[config.mk]
export PLATFORM = sky130hd
export DESIGN_NAME = psscl_top
export DESIGN_NICKNAME = d
export VERILOG_FILES = /design/src/design/psscl_top.v
export VERILOG_INCLUDE_DIRS = /design/src /design/src/design
export SDC_FILE = /design/constraint.sdc
export NUM_CORES = 1
export LEC_CHECK = 0
export BUFFER_PORTS_ARGS = -buffer_cell sky130_fd_sc_hd__buf_4
export CORE_MARGIN = 3
export CORE_UTILIZATION = 25
export CTS_CLUSTER_DIAMETER = 50
export DETAILED_ROUTE_END_ITERATION = 8
export PLACE_DENSITY = 0.41
export SETUP_SLACK_MARGIN = 0.4
export SLEW_MARGIN = 30
export SYNTH_ARGS = -nofsm -noshare
export SYNTH_HDL_FRONTEND = slang
export SYNTH_SLANG_ARGS = --single-unit
[constraint.sdc]
create_clock -name clk_i -period 20 [get_ports clk_i]
set_input_delay 3 -clock clk_i [delete_from_list [all_inputs] [get_ports clk_i]]
set_output_delay 3 -clock clk_i [all_outputs]
set_load 0.1 [all_outputs]
[src/design/psscl_defs.vh]
// register map, field layout and scaling limits of the stroke scaler
`ifndef PSSCL_DEFS_VH
`define PSSCL_DEFS_VH

`define PSSCL_A_CTRL      4'h0
`define PSSCL_A_FACTOR    4'h1
`define PSSCL_A_BATCH     4'h2
`define PSSCL_A_RATES     4'h3
`define PSSCL_A_CAL       4'h4
`define PSSCL_A_FLOW      4'h5
`define PSSCL_A_STATUS    4'h6
`define PSSCL_A_PENDING   4'h7
`define PSSCL_A_TOTAL     4'h8
`define PSSCL_A_KEYS      4'h9
`define PSSCL_A_ID        4'hA

`define PSSCL_MODE_MANUAL 2'h0
`define PSSCL_MODE_ANALOG 2'h1
`define PSSCL_MODE_PULSE  2'h2
`define PSSCL_MODE_BATCH  2'h3

`define PSSCL_ONE         14'h0064
`define PSSCL_FAC_MIN     14'h0001
`define PSSCL_FAC_MAX     14'h270F
`define PSSCL_MEM_MAX     17'h0_FFFF
`define PSSCL_CAL_WIN     8'h0A
`define PSSCL_ID_VALUE    32'h0000_5A01

`define PSSCL_K_START     0
`define PSSCL_K_BATCH     1
`define PSSCL_K_CALSTOP   2
`define PSSCL_K_ACK       3
`define PSSCL_K_CALRUN    4
`define PSSCL_K_CALDONE   5
`define PSSCL_K_RUN       6
`define PSSCL_K_STOP      7

`endif

[src/design/psscl_top.v]
// pulse-to-stroke scaler with wishbone register access
// Functional notes
// - pulse mode turns external pulses into single strokes or series
// - factor spans 0.01 to 99.99 in hundredths, including exactly one
// - strokes executed equal factor times pulses received over time
// - remainders accumulate; reaching one issues an extra stroke
// - factor 0.75 gives strokes after two, one, one pulses repeating
// - leaving pulse mode resets the factor to one
// - with memory extension pending strokes accumulate up to 65535
// - pending count overflowing memory with extension enters fault
// - batch strokes per trigger is an integer 1 to 65535
// - batch run starts on local key or external pulse
// - batch memory capped at batch size, or 65535 with extension
// - stroke memory clears whenever the mode changes
// - calibration holds while stroke length stays within ten divisions
// - beyond ten divisions: warning lamp, flashing display and marker
// - calibration run strokes at manual rate until stopped by key
// - completing calibration zeroes total strokes
// - after calibration the pump stays stopped
// - auxiliary rate from external input overrides mode rate, shows flag
// - consecutive unconfirmed strokes reaching limit stop the pump
// - feedback limit setting only offered with a monitor detected
// - batch factor sets strokes per external pulse or key trigger
// - brief programming key press clears the fault indication
//
// The implementer's own choices: the Wishbone interface to the registers and the register addresses.
`timescale 1ns/10ps
`include "psscl_defs.vh"

module psscl_top #(
    parameter MEM_W = 16                  // pending counter width
) (
    input  wire        clk_i,             // 25 MHz clock
    input  wire        rst_i,             // synchronous reset, high
    input  wire        ce_i,              // clock enable
    input  wire        wb_cyc_i,          // wishbone cycle
    input  wire        wb_stb_i,          // wishbone strobe
    input  wire        wb_we_i,           // wishbone write
    input  wire [3:0]  wb_adr_i,          // word index
    input  wire [3:0]  wb_sel_i,          // byte selects
    input  wire [31:0] wb_dat_i,          // write data
    output reg  [31:0] wb_dat_o,          // read data
    output reg         wb_ack_o,          // acknowledge
    input  wire        ext_pulse_i,       // external control pulse, level
    input  wire        aux_act_i,         // auxiliary rate request
    input  wire        mon_present_i,     // feedback monitor attached
    input  wire        mon_confirm_i,     // stroke confirmation pulse
    input  wire [7:0]  stroke_len_i,      // stroke length divisions
    output wire        stroke_req_o,      // stroke request to drive
    input  wire        stroke_ack_i,      // drive accepts stroke
    output reg  [15:0] rate_o,            // demanded stroke rate
    output reg         aux_flag_o,        // auxiliary indicator
    output reg         warn_lamp_o,       // yellow warning lamp
    output reg         disp_flash_o,      // flash continuous display
    output reg         calib_flash_o,     // flashing calibration marker
    output reg         fault_o,           // fault state
    output reg         run_o              // pump running
);

    reg  [1:0]       mode_r;
    reg              mem_ext_r;
    reg  [13:0]      factor_r;
    reg  [15:0]      batch_r;
    reg  [15:0]      man_rate_r;
    reg  [15:0]      aux_rate_r;
    reg  [7:0]       cal_len_r;
    reg              cal_valid_r;
    reg  [7:0]       flow_lim_r;
    reg  [7:0]       miss_cnt_r;
    reg  [13:0]      acc_r;
    reg  [MEM_W-1:0] pend_r;
    reg  [31:0]      total_r;
    reg              pulse_d_r;
    reg              cal_run_r;
    reg              flow_stop_r;

    reg  [MEM_W:0]   pend_nxt;
    reg  [14:0]      sum;
    reg  [14:0]      quo;
    reg  [14:0]      rem;
    reg  [7:0]       whole;
    reg  [13:0]      frac;
    reg  [MEM_W:0]   cap;
    reg  [7:0]       dlen;

    wire wb_req  = wb_cyc_i & wb_stb_i & ~wb_ack_o;
    wire wr      = ce_i & wb_req & wb_we_i;
    wire pulse_e = ext_pulse_i & ~pulse_d_r;
    wire key_wr  = wr & (wb_adr_i == `PSSCL_A_KEYS) & wb_sel_i[0];
    wire k_start = key_wr & wb_dat_i[`PSSCL_K_START];
    wire k_batch = key_wr & wb_dat_i[`PSSCL_K_BATCH];
    wire k_cstop = key_wr & wb_dat_i[`PSSCL_K_CALSTOP];
    wire k_ack   = key_wr & wb_dat_i[`PSSCL_K_ACK];
    wire k_crun  = key_wr & wb_dat_i[`PSSCL_K_CALRUN];
    wire k_cdone = key_wr & wb_dat_i[`PSSCL_K_CALDONE];
    wire k_run   = key_wr & wb_dat_i[`PSSCL_K_RUN];
    wire k_stop  = key_wr & wb_dat_i[`PSSCL_K_STOP];
    wire mode_wr = wr & (wb_adr_i == `PSSCL_A_CTRL) & wb_sel_i[0];
    wire [1:0] mode_new = wb_dat_i[1:0];
    wire mode_chg = mode_wr & (mode_new != mode_r);
    wire take    = stroke_req_o & stroke_ack_i;

    // monitor gone means its limit is not in force
    wire flow_on = mon_present_i & (flow_lim_r != 8'h00);

    assign stroke_req_o = run_o & ~fault_o & ~flow_stop_r
                          & (pend_r != {MEM_W{1'b0}});

    // a factor of 0 would stall pulse mode, so clamp into range
    function [13:0] psscl_clamp;
        input [13:0] v;
        begin
            if (v < `PSSCL_FAC_MIN)
                psscl_clamp = `PSSCL_FAC_MIN;
            else if (v > `PSSCL_FAC_MAX)
                psscl_clamp = `PSSCL_FAC_MAX;
            else
                psscl_clamp = v;
        end
    endfunction

    // strokes due per pulse: integer part of (acc + factor) / one
    always @* begin
        sum   = {1'b0, acc_r} + {1'b0, factor_r};
        quo   = sum / {1'b0, `PSSCL_ONE};
        rem   = sum % {1'b0, `PSSCL_ONE};
        // at most 100 strokes per pulse, so eight bits carry the quotient
        whole = quo[7:0];
        frac  = rem[13:0];
    end

    // memory cap for pending strokes
    always @* begin
        if (mem_ext_r)
            cap = `PSSCL_MEM_MAX;
        else if (mode_r == `PSSCL_MODE_BATCH)
            cap = {1'b0, batch_r};
        else
            cap = `PSSCL_MEM_MAX;
    end

    always @* begin
        pend_nxt = {1'b0, pend_r} - {{MEM_W{1'b0}}, take};
        if (run_o && !fault_o) begin
            if (mode_r == `PSSCL_MODE_PULSE && pulse_e)
                pend_nxt = pend_nxt + {{(MEM_W-7){1'b0}}, whole};
            else if (mode_r == `PSSCL_MODE_BATCH && (pulse_e || k_batch))
                pend_nxt = pend_nxt + {1'b0, batch_r};
        end
    end

    always @* begin
        if (stroke_len_i > cal_len_r)
            dlen = stroke_len_i - cal_len_r;
        else
            dlen = cal_len_r - stroke_len_i;
    end

    always @(posedge clk_i) begin
        if (rst_i) begin
            mode_r      <= `PSSCL_MODE_MANUAL;
            mem_ext_r   <= 1'b0;
            factor_r    <= `PSSCL_ONE;
            batch_r     <= 16'h0001;
            man_rate_r  <= 16'h0000;
            aux_rate_r  <= 16'h0000;
            cal_len_r   <= 8'h00;
            cal_valid_r <= 1'b0;
            flow_lim_r  <= 8'h00;
            miss_cnt_r  <= 8'h00;
            acc_r       <= 14'h0000;
            pend_r      <= {MEM_W{1'b0}};
            total_r     <= 32'h0000_0000;
            pulse_d_r   <= 1'b0;
            cal_run_r   <= 1'b0;
            flow_stop_r <= 1'b0;
            fault_o     <= 1'b0;
            run_o       <= 1'b0;
        end else if (ce_i) begin
            pulse_d_r <= ext_pulse_i;
            if (wr && wb_adr_i == `PSSCL_A_FACTOR && wb_sel_i[1:0] == 2'b11)
                factor_r <= psscl_clamp(wb_dat_i[13:0]);
            if (wr && wb_adr_i == `PSSCL_A_BATCH && wb_sel_i[1:0] == 2'b11
                && wb_dat_i[15:0] != 16'h0000)
                batch_r <= wb_dat_i[15:0];
            if (wr && wb_adr_i == `PSSCL_A_RATES) begin
                man_rate_r <= wb_dat_i[15:0];
                aux_rate_r <= wb_dat_i[31:16];
            end
            if (wr && wb_adr_i == `PSSCL_A_FLOW && mon_present_i)
                flow_lim_r <= wb_dat_i[7:0];
            if (mode_wr) begin
                mode_r    <= mode_new;
                mem_ext_r <= wb_dat_i[2];
            end
            if (mode_chg) begin
                if (mode_new != `PSSCL_MODE_PULSE)
                    factor_r <= `PSSCL_ONE;
                acc_r  <= 14'h0000;
                pend_r <= {MEM_W{1'b0}};
            end else begin
                if (pend_nxt > cap) begin
                    // batch without extension simply saturates
                    pend_r <= cap[MEM_W-1:0];
                    if (mem_ext_r)
                        fault_o <= 1'b1;
                end else begin
                    pend_r <= pend_nxt[MEM_W-1:0];
                end
                if (mode_r == `PSSCL_MODE_PULSE && pulse_e && run_o
                    && !fault_o)
                    acc_r <= frac;
            end
            if (k_ack && !(mem_ext_r && pend_nxt > cap))
                fault_o <= 1'b0;
            if (take)
                total_r <= total_r + 32'h0000_0001;
            // calibration run strokes at the manual rate until stopped
            if (k_crun) begin
                cal_run_r <= 1'b1;
                run_o     <= 1'b1;
            end
            if (k_cstop)
                cal_run_r <= 1'b0;
            if (k_cdone) begin
                cal_run_r   <= 1'b0;
                cal_len_r   <= stroke_len_i;
                cal_valid_r <= 1'b1;
                total_r     <= 32'h0000_0000;
                run_o       <= 1'b0;
            end else if (k_stop) begin
                run_o <= 1'b0;
            end else if (k_run && !cal_run_r) begin
                run_o <= 1'b1;
            end
            if (k_run || k_ack)
                flow_stop_r <= 1'b0;
            // feedback monitor: count consecutive misses
            if (!flow_on || mon_confirm_i) begin
                miss_cnt_r <= 8'h00;
            end else if (take) begin
                miss_cnt_r <= miss_cnt_r + 8'h01;
                if (miss_cnt_r + 8'h01 >= flow_lim_r) begin
                    // a stop on the limit wins over a restart key
                    flow_stop_r <= 1'b1;
                    run_o       <= 1'b0;
                end
            end
        end
    end

    // indicators and rate selection, registered
    always @(posedge clk_i) begin
        if (rst_i) begin
            rate_o        <= 16'h0000;
            aux_flag_o    <= 1'b0;
            warn_lamp_o   <= 1'b0;
            disp_flash_o  <= 1'b0;
            calib_flash_o <= 1'b0;
        end else if (ce_i) begin
            aux_flag_o <= aux_act_i;
            if (aux_act_i)
                rate_o <= aux_rate_r;
            else if (cal_run_r || mode_r == `PSSCL_MODE_MANUAL)
                rate_o <= man_rate_r;
            else
                rate_o <= man_rate_r;
            warn_lamp_o   <= cal_valid_r & (dlen > `PSSCL_CAL_WIN);
            disp_flash_o  <= cal_valid_r & (dlen > `PSSCL_CAL_WIN);
            calib_flash_o <= cal_valid_r & (dlen > `PSSCL_CAL_WIN);
        end
    end

    // wishbone slave: one wait-free ack cycle per request
    always @(posedge clk_i) begin
        if (rst_i) begin
            wb_ack_o <= 1'b0;
            wb_dat_o <= 32'h0000_0000;
        end else if (ce_i) begin
            wb_ack_o <= wb_req;
            wb_dat_o <= 32'h0000_0000;
            if (wb_req && !wb_we_i) begin
                case (wb_adr_i)
                    `PSSCL_A_CTRL:    wb_dat_o <= {29'h0, mem_ext_r, mode_r};
                    `PSSCL_A_FACTOR:  wb_dat_o <= {18'h0, factor_r};
                    `PSSCL_A_BATCH:   wb_dat_o <= {16'h0, batch_r};
                    `PSSCL_A_RATES:   wb_dat_o <= {aux_rate_r, man_rate_r};
                    `PSSCL_A_CAL:     wb_dat_o <= {23'h0, cal_valid_r,
                                                   cal_len_r};
                    `PSSCL_A_FLOW:    wb_dat_o <= {16'h0, miss_cnt_r,
                                                   flow_lim_r};
                    `PSSCL_A_STATUS:  wb_dat_o <= {25'h0, mon_present_i,
                                                   flow_stop_r, cal_run_r,
                                                   warn_lamp_o, aux_flag_o,
                                                   fault_o, run_o};
                    `PSSCL_A_PENDING: wb_dat_o <= {{(32-MEM_W){1'b0}},
                                                   pend_r};
                    `PSSCL_A_TOTAL:   wb_dat_o <= total_r;
                    `PSSCL_A_ID:      wb_dat_o <= `PSSCL_ID_VALUE;
                    default:          wb_dat_o <= 32'h0000_0000;
                endcase
            end
        end
    end

endmodule // psscl_top

==> results of run 1 <==
-- through the flow --
stage	total power (W)	setup slack [ns]	instance area [sq um]	hold slack, ns	instances
final	0.001110	7.246	17670	0.4500	2790
after detailed placement	0.0005001	7.386	16480	0.4469	2729
after CTS	0.001124	7.320	17660	0.4541	2789
after global routing	0.001146	6.233	17660	0.4725	2789
after global placement	0.0004997	7.404	16480	0.4441	2729
after floorplan	0.0004700	9.523	14930	0.4291	1934
-- metal layers --
metal / up-vias / global-route usage, % / routed length [um]
li1: 7207 / - / -
met1: 7094 / 24.82 / 27050
met2: 387 / 28.13 / 25830
met3: 96 / 2.430 / 3047
met4: 0 / 5.011 / 1629
met5: - / 0 / 0
-- worst paths after layout --
kind	cells past startpoint	endpoint	slack (ns)	start
max	53	pend_r[14]	7.25	factor_r[0]
min	2	acc_r[2]	0.45	acc_r[2]
max reg2reg	53	pend_r[14]	7.25	factor_r[0]
min reg2reg	2	acc_r[2]	0.45	acc_r[2]
-- cell usage after synthesis (6+ instances only) --
cell,number
o21ai_1,11
o31ai_1,8
inv_1,71
o2111ai_1,6
nand3b_1,7
and2_1,17
a21oi_1,184
xnor2_1,50
a211o_1,7
nor4_1,19
a21o_1,20
nand2b_1,27
dfxtp_1,208
nor2b_1,29
and3_1,13
mux2i_1,53
a32oi_1,21
o22ai_1,9
nand4_1,24
or3_1,26
nor3_1,34
o211ai_1,13
o21bai_1,11
nand3_1,38
or2_2,7
buf_2,13
clkbuf_1,79
nor2_1,248
o21a_1,19
a31oi_1,19
o21ai_0,103
a211oi_1,23
xor2_1,39
nand2_1,184
a22oi_1,65
ha_1,81
-- where the power goes --
group          switching [W]  internal (W)
logic              0.0000519     0.0000206
registers         0.00000167      0.000417
clock network       0.000227      0.000392
-- cell families (layout without fill, tap and decap cells) --
family	Yosys count	in the layout
adders and majority gates	87	87
AOI/OAI and AO/OA	618	618
other	0	1
and+or+nand+nor	700	700
buffers and inverters	174	264
xor gates and xnor gates	89	89
muxes	58	58
DFF	208	208
-- flip-flops by register name, indices dropped and copies added, names as in the netlist, 8 cells and up --
register,cells
acc_r,14
man_rate_r,16
pend_r,16
factor_r,14
cal_len_r,8
total_r,32
flow_lim_r,8
aux_rate_r,16
miss_cnt_r,8
rate_o,16
batch_r,16
wb_dat_o,32
-- cell type report --
type,instances,area share (%)
clock buffer,42,5.333
timing repair buffer,130,5.545
multi-input combinational,1552,57.20
inverter,74,1.572
clock inverter,18,1.346
antenna,1,0.01416
tap,765,5.418
sequential,208,23.57
-- critical path: cells and delay by family, from the launching register on --
kind	cells	cell delay (ns)
DFF	1	0.38
adders and majority gates	5	1.70
and+or+nand+nor	17	2.38
muxes	2	0.52
buffers and inverters	1	0.23
AOI/OAI and AO/OA	27	6.80
xor gates and xnor gates	1	0.57
==> qor.csv, run 1 <==
stage,metric,value,unit
logic_synthesis,synth_edf_count,0,
power,leakage,6.784,nW
global_routing,grt.total_usage,17.66,%
clock_network,clkTransAtPathRegs,0.05,ns
global_routing,grt_pass1_vias,14160,
clock_network,clockBufferDepth,3,
timing,finalMaxSlewViolations,0,
final_layout,multi_input_area,0.01011,sq mm
global_routing,grt-ovfl-total,0,
detailed_routing,drtAntennaViolNets,0,
logic_synthesis,synthTopCellsByArea,"dfxtp_1 (28%), ha_1 (6.8%), nor2_1 (6.2%), a21oi_1 (6.2%), nand2_1 (4.6%)",
clock_network,cts-root-buf,clkbuf_16,
logic_synthesis,synth_nets,2079,
floorplanning,design.die.area,0.06269,sq mm
critical_path,cp-end-kind,register,
logic_synthesis,synth_area,0.01493,sq mm
logic_synthesis,syn_inst,1934,
detailed_routing,initialDrtViolationCount,1115,
power,peakVddDrop,0.00004813,V
critical_path,worstPathArrival,13.12,ns
clock_network,insertion_delay,0.51,ns
clock_network,cts_buffers,34,
critical_path,crit_type,reg -> reg,
global_routing,grt_first_pass_wirelength,87.04,mm
logic_synthesis,synth_cell_types,100,
final_layout,nets,2145,
logic_synthesis,synth_top_cell_area_share,27.89,%
detailed_routing,drc,0,
final_layout,postLayoutCoreUtil,30.27,%
logic_synthesis,yosys.area_share.simple,21.93,%
final_layout,syn2layout_area_growth,18.33,%
clock_network,cts_htree_levels,2,
critical_path,start_kind,register,
worst_hold_path,min_path_type,reg -> reg,
critical_path,critPathSlowestCell,o32ai_2,
critical_path,cp_max_fo,29,
final_layout,fillCellCount,6275,
logic_synthesis,seq_area_frac_synth,27.89,%
global_routing,grt_max_degree,88,
logic_synthesis,ys_seq_elements,208,
critical_path,slowest_delay,0.85,ns
final_layout,final_cell_mix,"nor2_1 (245), dfxtp_1 (208), nand2_1 (184), a21oi_1 (184), buf_4 (129)",
detailed_routing,viasPerCell,5.299,
floorplanning,start_util,25.59,%
timing,finalSetupViolCount,0,
critical_path,worstPathRequired,20.36,ns
floorplanning,rows,88,
floorplanning,ios,115,
global_routing,antenna_found_initial,2,
logic_synthesis,yosysWarnings,0,
place,dp_hpwl,43.35,mm
final_layout,drive_above_1_share,12.85,%
place,numPortBuffers,112,
outcome,status,"finished, final reports clean",
place,gp_congestion,0.8346,
floorplanning,core,0.05836,sq mm
detailed_routing,dr.pass1.iters,6,
logic_synthesis,yosys.area.top_type,dfxtp_1,
clock_network,cts_hold_buf,0,
detailed_routing,vias,14780,
timing,slew_headroom,35.86,%
floorplanning,die_h,250.4,um
timing,rsz0062_at_grt,false,
clock_network,cts_tree,done,
floorplanning,die_w,250.4,um
final_layout,seqCellArea,0.004164,sq mm
clock_network,cts_resized,0,
clock_network,cts_sinks,208,
logic_synthesis,synth_adder_area_share,7.525,%
clock_network,post_cts_buffers,0,
timing,fin_setup_tns,0,ns
logic_synthesis,synth_ff_type,dfxtp_1,
timing,fin_crit_sh,63.77,%
timing,worstMarginPinSlew,0.9622,ns
timing,hold_viol,0,
timing,fin_skew,0.01560,ns
logic_synthesis,ys_async_sr_fraction,0,%
detailed_routing,wl,57.56,mm
timing,fin_crit,12.75,ns
detailed_routing,wl_per_cell,20.63,um
job,cap_violations,0,
critical_path,cp_common_cell,nor2_1,
timing,fmax,78.41,MHz
logic_synthesis,synth.avg_cell_area,7.720,sq um
final_layout,final_common_cell,nor2_1,
logic_synthesis,synthMuxAreaShare,4.006,%
logic_synthesis,synthXorXnorAreaFrac,5.221,%
power,cellPowerDensity,62.80,mW/mm^2
logic_synthesis,synth_top_family_by_area,compound AO/OA/AOI/OAI gates,
logic_synthesis,synth_compound_area_share,28.84,%
Note: power is estimated with default switching activity, not from simulation.
==> inputs of run 2 (changes only) <==
- ABC_AREA: unset -> 1
- clock period: 20 -> 12.74 ns (I/O delays scaled with it)
==> run 2 against run 1 <==
Via count shrank 1.5%. Combinational power grew to 3.3 times the previous value. Register-to-register slack lost 4.4 ns. Power grew 65%. Critical endpoint is now pend_r[4]. Clock-buffer cell count shrank 2. Cell area shrank 3.5%. Die area shrank 4.2%. Global-route usage shrank 0.23 points. Worst setup slack lost 4.4 ns. Sequential power grew 61%.
==> qor.csv, run 2 <==
stage,metric,value,unit,change
critical_path,slowest_delay,0.45,ns,-0.40 ns
logic_synthesis,yosysWarnings,0,,unchanged
timing,hold_viol,0,,unchanged
timing,fin_crit_sh,77.88,%,+14 points
detailed_routing,drc,0,,unchanged
final_layout,largest_registers,"total_r (32), wb_dat_o (32)",,
global_routing,grt_max_degree,87,,-1.1%
critical_path,worstPathRequired,13.16,ns,-7.20 ns
clock_network,post_cts_buffers,0,,unchanged
final_layout,final_common_cell,nand2_1,,
worst_hold_path,min_path_type,reg -> reg,,
timing,fin_setup_tns,0,ns,unchanged
timing,slew_headroom,31.14,%,-4.7 points
timing,fin_skew,0.02631,ns,+0.01071 ns
clock_network,clockBufferDepth,3,,unchanged
critical_path,start_kind,register,,
clock_network,cts-root-buf,clkbuf_16,,
timing,finalSetupViolCount,0,,unchanged
final_layout,syn2layout_area_growth,19.24,%,
logic_synthesis,synth.avg_cell_area,6.636,sq um,-14%
floorplanning,die_w,245.1,um,-2.1%
global_routing,grt_first_pass_wirelength,82.29,mm,-5.5%
timing,fmax,100.8,MHz,+29%
critical_path,rr_startpoint,factor_r[0],,
global_routing,grt-ovfl-total,0,,unchanged
detailed_routing,drtAntennaViolNets,0,,unchanged
timing,worstMarginPinSlew,1.029,ns,+0.06699 ns
clock_network,cts_htree_levels,1,,-1
logic_synthesis,synth_nets,2299,,+11%
logic_synthesis,synth_edf_count,0,,unchanged
detailed_routing,wl_per_cell,17.68,um,-14%
floorplanning,rows,87,,-1.1%
critical_path,crit_family,simple AND/OR/NAND/NOR gates,,
detailed_routing,vias,14560,,-1.5%
detailed_routing,initialDrtViolationCount,897,,-20%
final_layout,nets,2390,,+11%
outcome,status,"finished, final reports clean",,
logic_synthesis,syn_inst,2154,,+11%
logic_synthesis,yosys.cell_count.top_type,nand2_1,,
clock_network,cts_buffers,31,,-8.8%
critical_path,critPathSlowestCell,fa_1,,
detailed_routing,wl,53.49,mm,-7.1%
final_layout,final_cell_mix,"nand2_1 (415), inv_1 (292), a21oi_1 (247)",,
final_layout,drive_above_1_share,12.43,%,-0.42 points
timing,finalMaxSlewViolations,0,,unchanged
critical_path,cp-end-kind,register,,
logic_synthesis,ys_async_sr_fraction,0,%,unchanged
timing,holdWs,0.4407,ns,-0.009329 ns
power,cellPowerDensity,107.3,mW/mm^2,+71%
logic_synthesis,seq_area_frac_synth,29.13,%,+1.2 points
floorplanning,die_h,245.1,um,-2.1%
logic_synthesis,yosys.area.top_type,dfxtp_1,,
logic_synthesis,yosys-top-cells-count,"nand2_1 (416), inv_1 (295), a21oi_1 (247), dfxtp_1 (208), o21ai_0 (195)",,
worst_hold_path,hp-start,acc_r[10],,
timing,rsz0062_at_grt,false,,
critical_path,worstPathArrival,10.34,ns,-2.78 ns
floorplanning,start_util,25.30,%,-0.28 points
global_routing,grt_pass1_vias,13970,,-1.3%
global_routing,grt.total_usage,17.43,%,-0.23 points
clock_network,cts_tree,done,,
floorplanning,design.die.area,0.06009,sq mm,-4.2%
clock_network,cts_sinks,208,,unchanged
logic_synthesis,synth_ff_type,dfxtp_1,,
floorplanning,core,0.05650,sq mm,-3.2%
clock_network,cts_hold_buf,0,,unchanged
critical_path,cp_common_cell,nand2_2,,
critical_path,crit_type,reg -> reg,,
detailed_routing,dr.pass1.iters,5,,-1
timing,fin_crit,9.922,ns,-2.832 ns
floorplanning,ios,115,,unchanged
place,gp_congestion,0.8910,,+6.8%
clock_network,cts_resized,0,,unchanged
detailed_routing,viasPerCell,4.814,,-9.1%
critical_path,worst-path-buf-inv,4,,+3
critical_path,startpoint,factor_r[0],,
logic_synthesis,ys_seq_elements,208,,unchanged
global_routing,antenna_found_initial,0,,-2
critical_path,cp_max_fo,32,,+10%
logic_synthesis,synth_cell_types,55,,-45%
logic_synthesis,synthTopCellsByArea,"dfxtp_1 (29%), nand2_1 (11%), a21oi_1 (8.6%), inv_1 (7.7%), ha_1 (7.1%)",,
place,numPortBuffers,112,,unchanged
logic_synthesis,synth_area,0.01429,sq mm,-4.3%
place,dp_hpwl,41.94,mm,-3.3%
clock_network,insertion_delay,0.57,ns,+0.06 ns
power,leakage,7.381,nW,+8.8%
final_layout,n_antenna_cell,0,,-1
clock_network,clkTransAtPathRegs,0.06,ns,about the same
power,peakVddDrop,0.00009212,V,+91%
job,cap_violations,0,,unchanged
logic_synthesis,synth_top_cell_area_share,29.13,%,+1.2 points
==> run 2: cell count changes in the layout (fill, tap and decap cells not counted), moves of 37 or more <==
cell	change
o21ai_0	+92
mux2i_1	-52
a22oi_1	-65
nand3_1	+59
nand2_1	+231
a21oi_1	+63
inv_1	+221
xnor2_1	-39
nor2_1	-74
nand2_2	+37
==> run 2: worst paths after layout <==
| kind | depth (start not counted) | to | slack (ns) |
|---|---|---|---|
| worst min register to register | 2 | acc_r[10] | 0.44 |
| worst min-delay path | 2 | acc_r[10] | 0.44 |
| worst max-delay path | 70 | pend_r[4] | 2.82 |
| worst max register to register | 70 | pend_r[4] | 2.82 |
==> run 2: kinds of logic after synthesis <==
kind of cell             after synthesis  share of synthesized area (%)
multiplexers                           1                        0.07002
AO/OA/AOI/OAI                        578                          22.74
AND/OR/NAND/NOR                      854                          27.46
flip-flops                           208                          29.13
buffers and inverters                385                          10.24
adder cells (fa/ha/maj)               86                          7.790
XOR/XNOR                              42                          2.573
==> run 2: where the power goes <==
part           internal [W]  total, W  switching, W
clock              0.000578  0.000915      0.000336
combinational     0.0000725  0.000243      0.000171
sequential         0.000660  0.000671     0.0000111
==> run 2: tightest hold or removal path: cells and delay by family, from the launching register on <==
family / cells / cell delay (ns)
flip-flops: 1 / 0.31
AND/OR/NAND/NOR: 2 / 0.09
==> run 2: layout make-up <==
| class | count | area, sq um |
|---|---|---|
| Clock inverter | 17 | 240.2 |
| Tap cell | 756 | 945.9 |
| Clock buffer | 40 | 859.6 |
| Sequential cell | 208 | 4164 |
| Inverter | 314 | 1179 |
| Fill cell | 6210 | 39450 |
| Timing Repair Buffer | 129 | 968.4 |
| Multi-Input combinational cell | 1561 | 8688 |
==> run 2: stage by stage <==
step	cell area, sq um	cells	total power, W	util [%]	worst slack, ns
3_5_place_dp	15940	2968	0.0009272	28.22	2.440
3_3_place_gp	15940	2968	0.0009262	28.22	2.525
2_1_floorplan	14300	2154	0.0008439	-	4.558
4_1_cts	17040	3025	0.001853	30.17	2.415
5_1_grt	17050	3025	0.001905	30.17	1.581
6_report	17050	3025	0.001829	30.17	2.818
==> run 2: per-layer routing <==
metal,wire [um],global-route usage (%)
met1,25400,24.11
met2,24030,28.41
met3,2497,2.010
met4,1552,5.245
met5,0,0
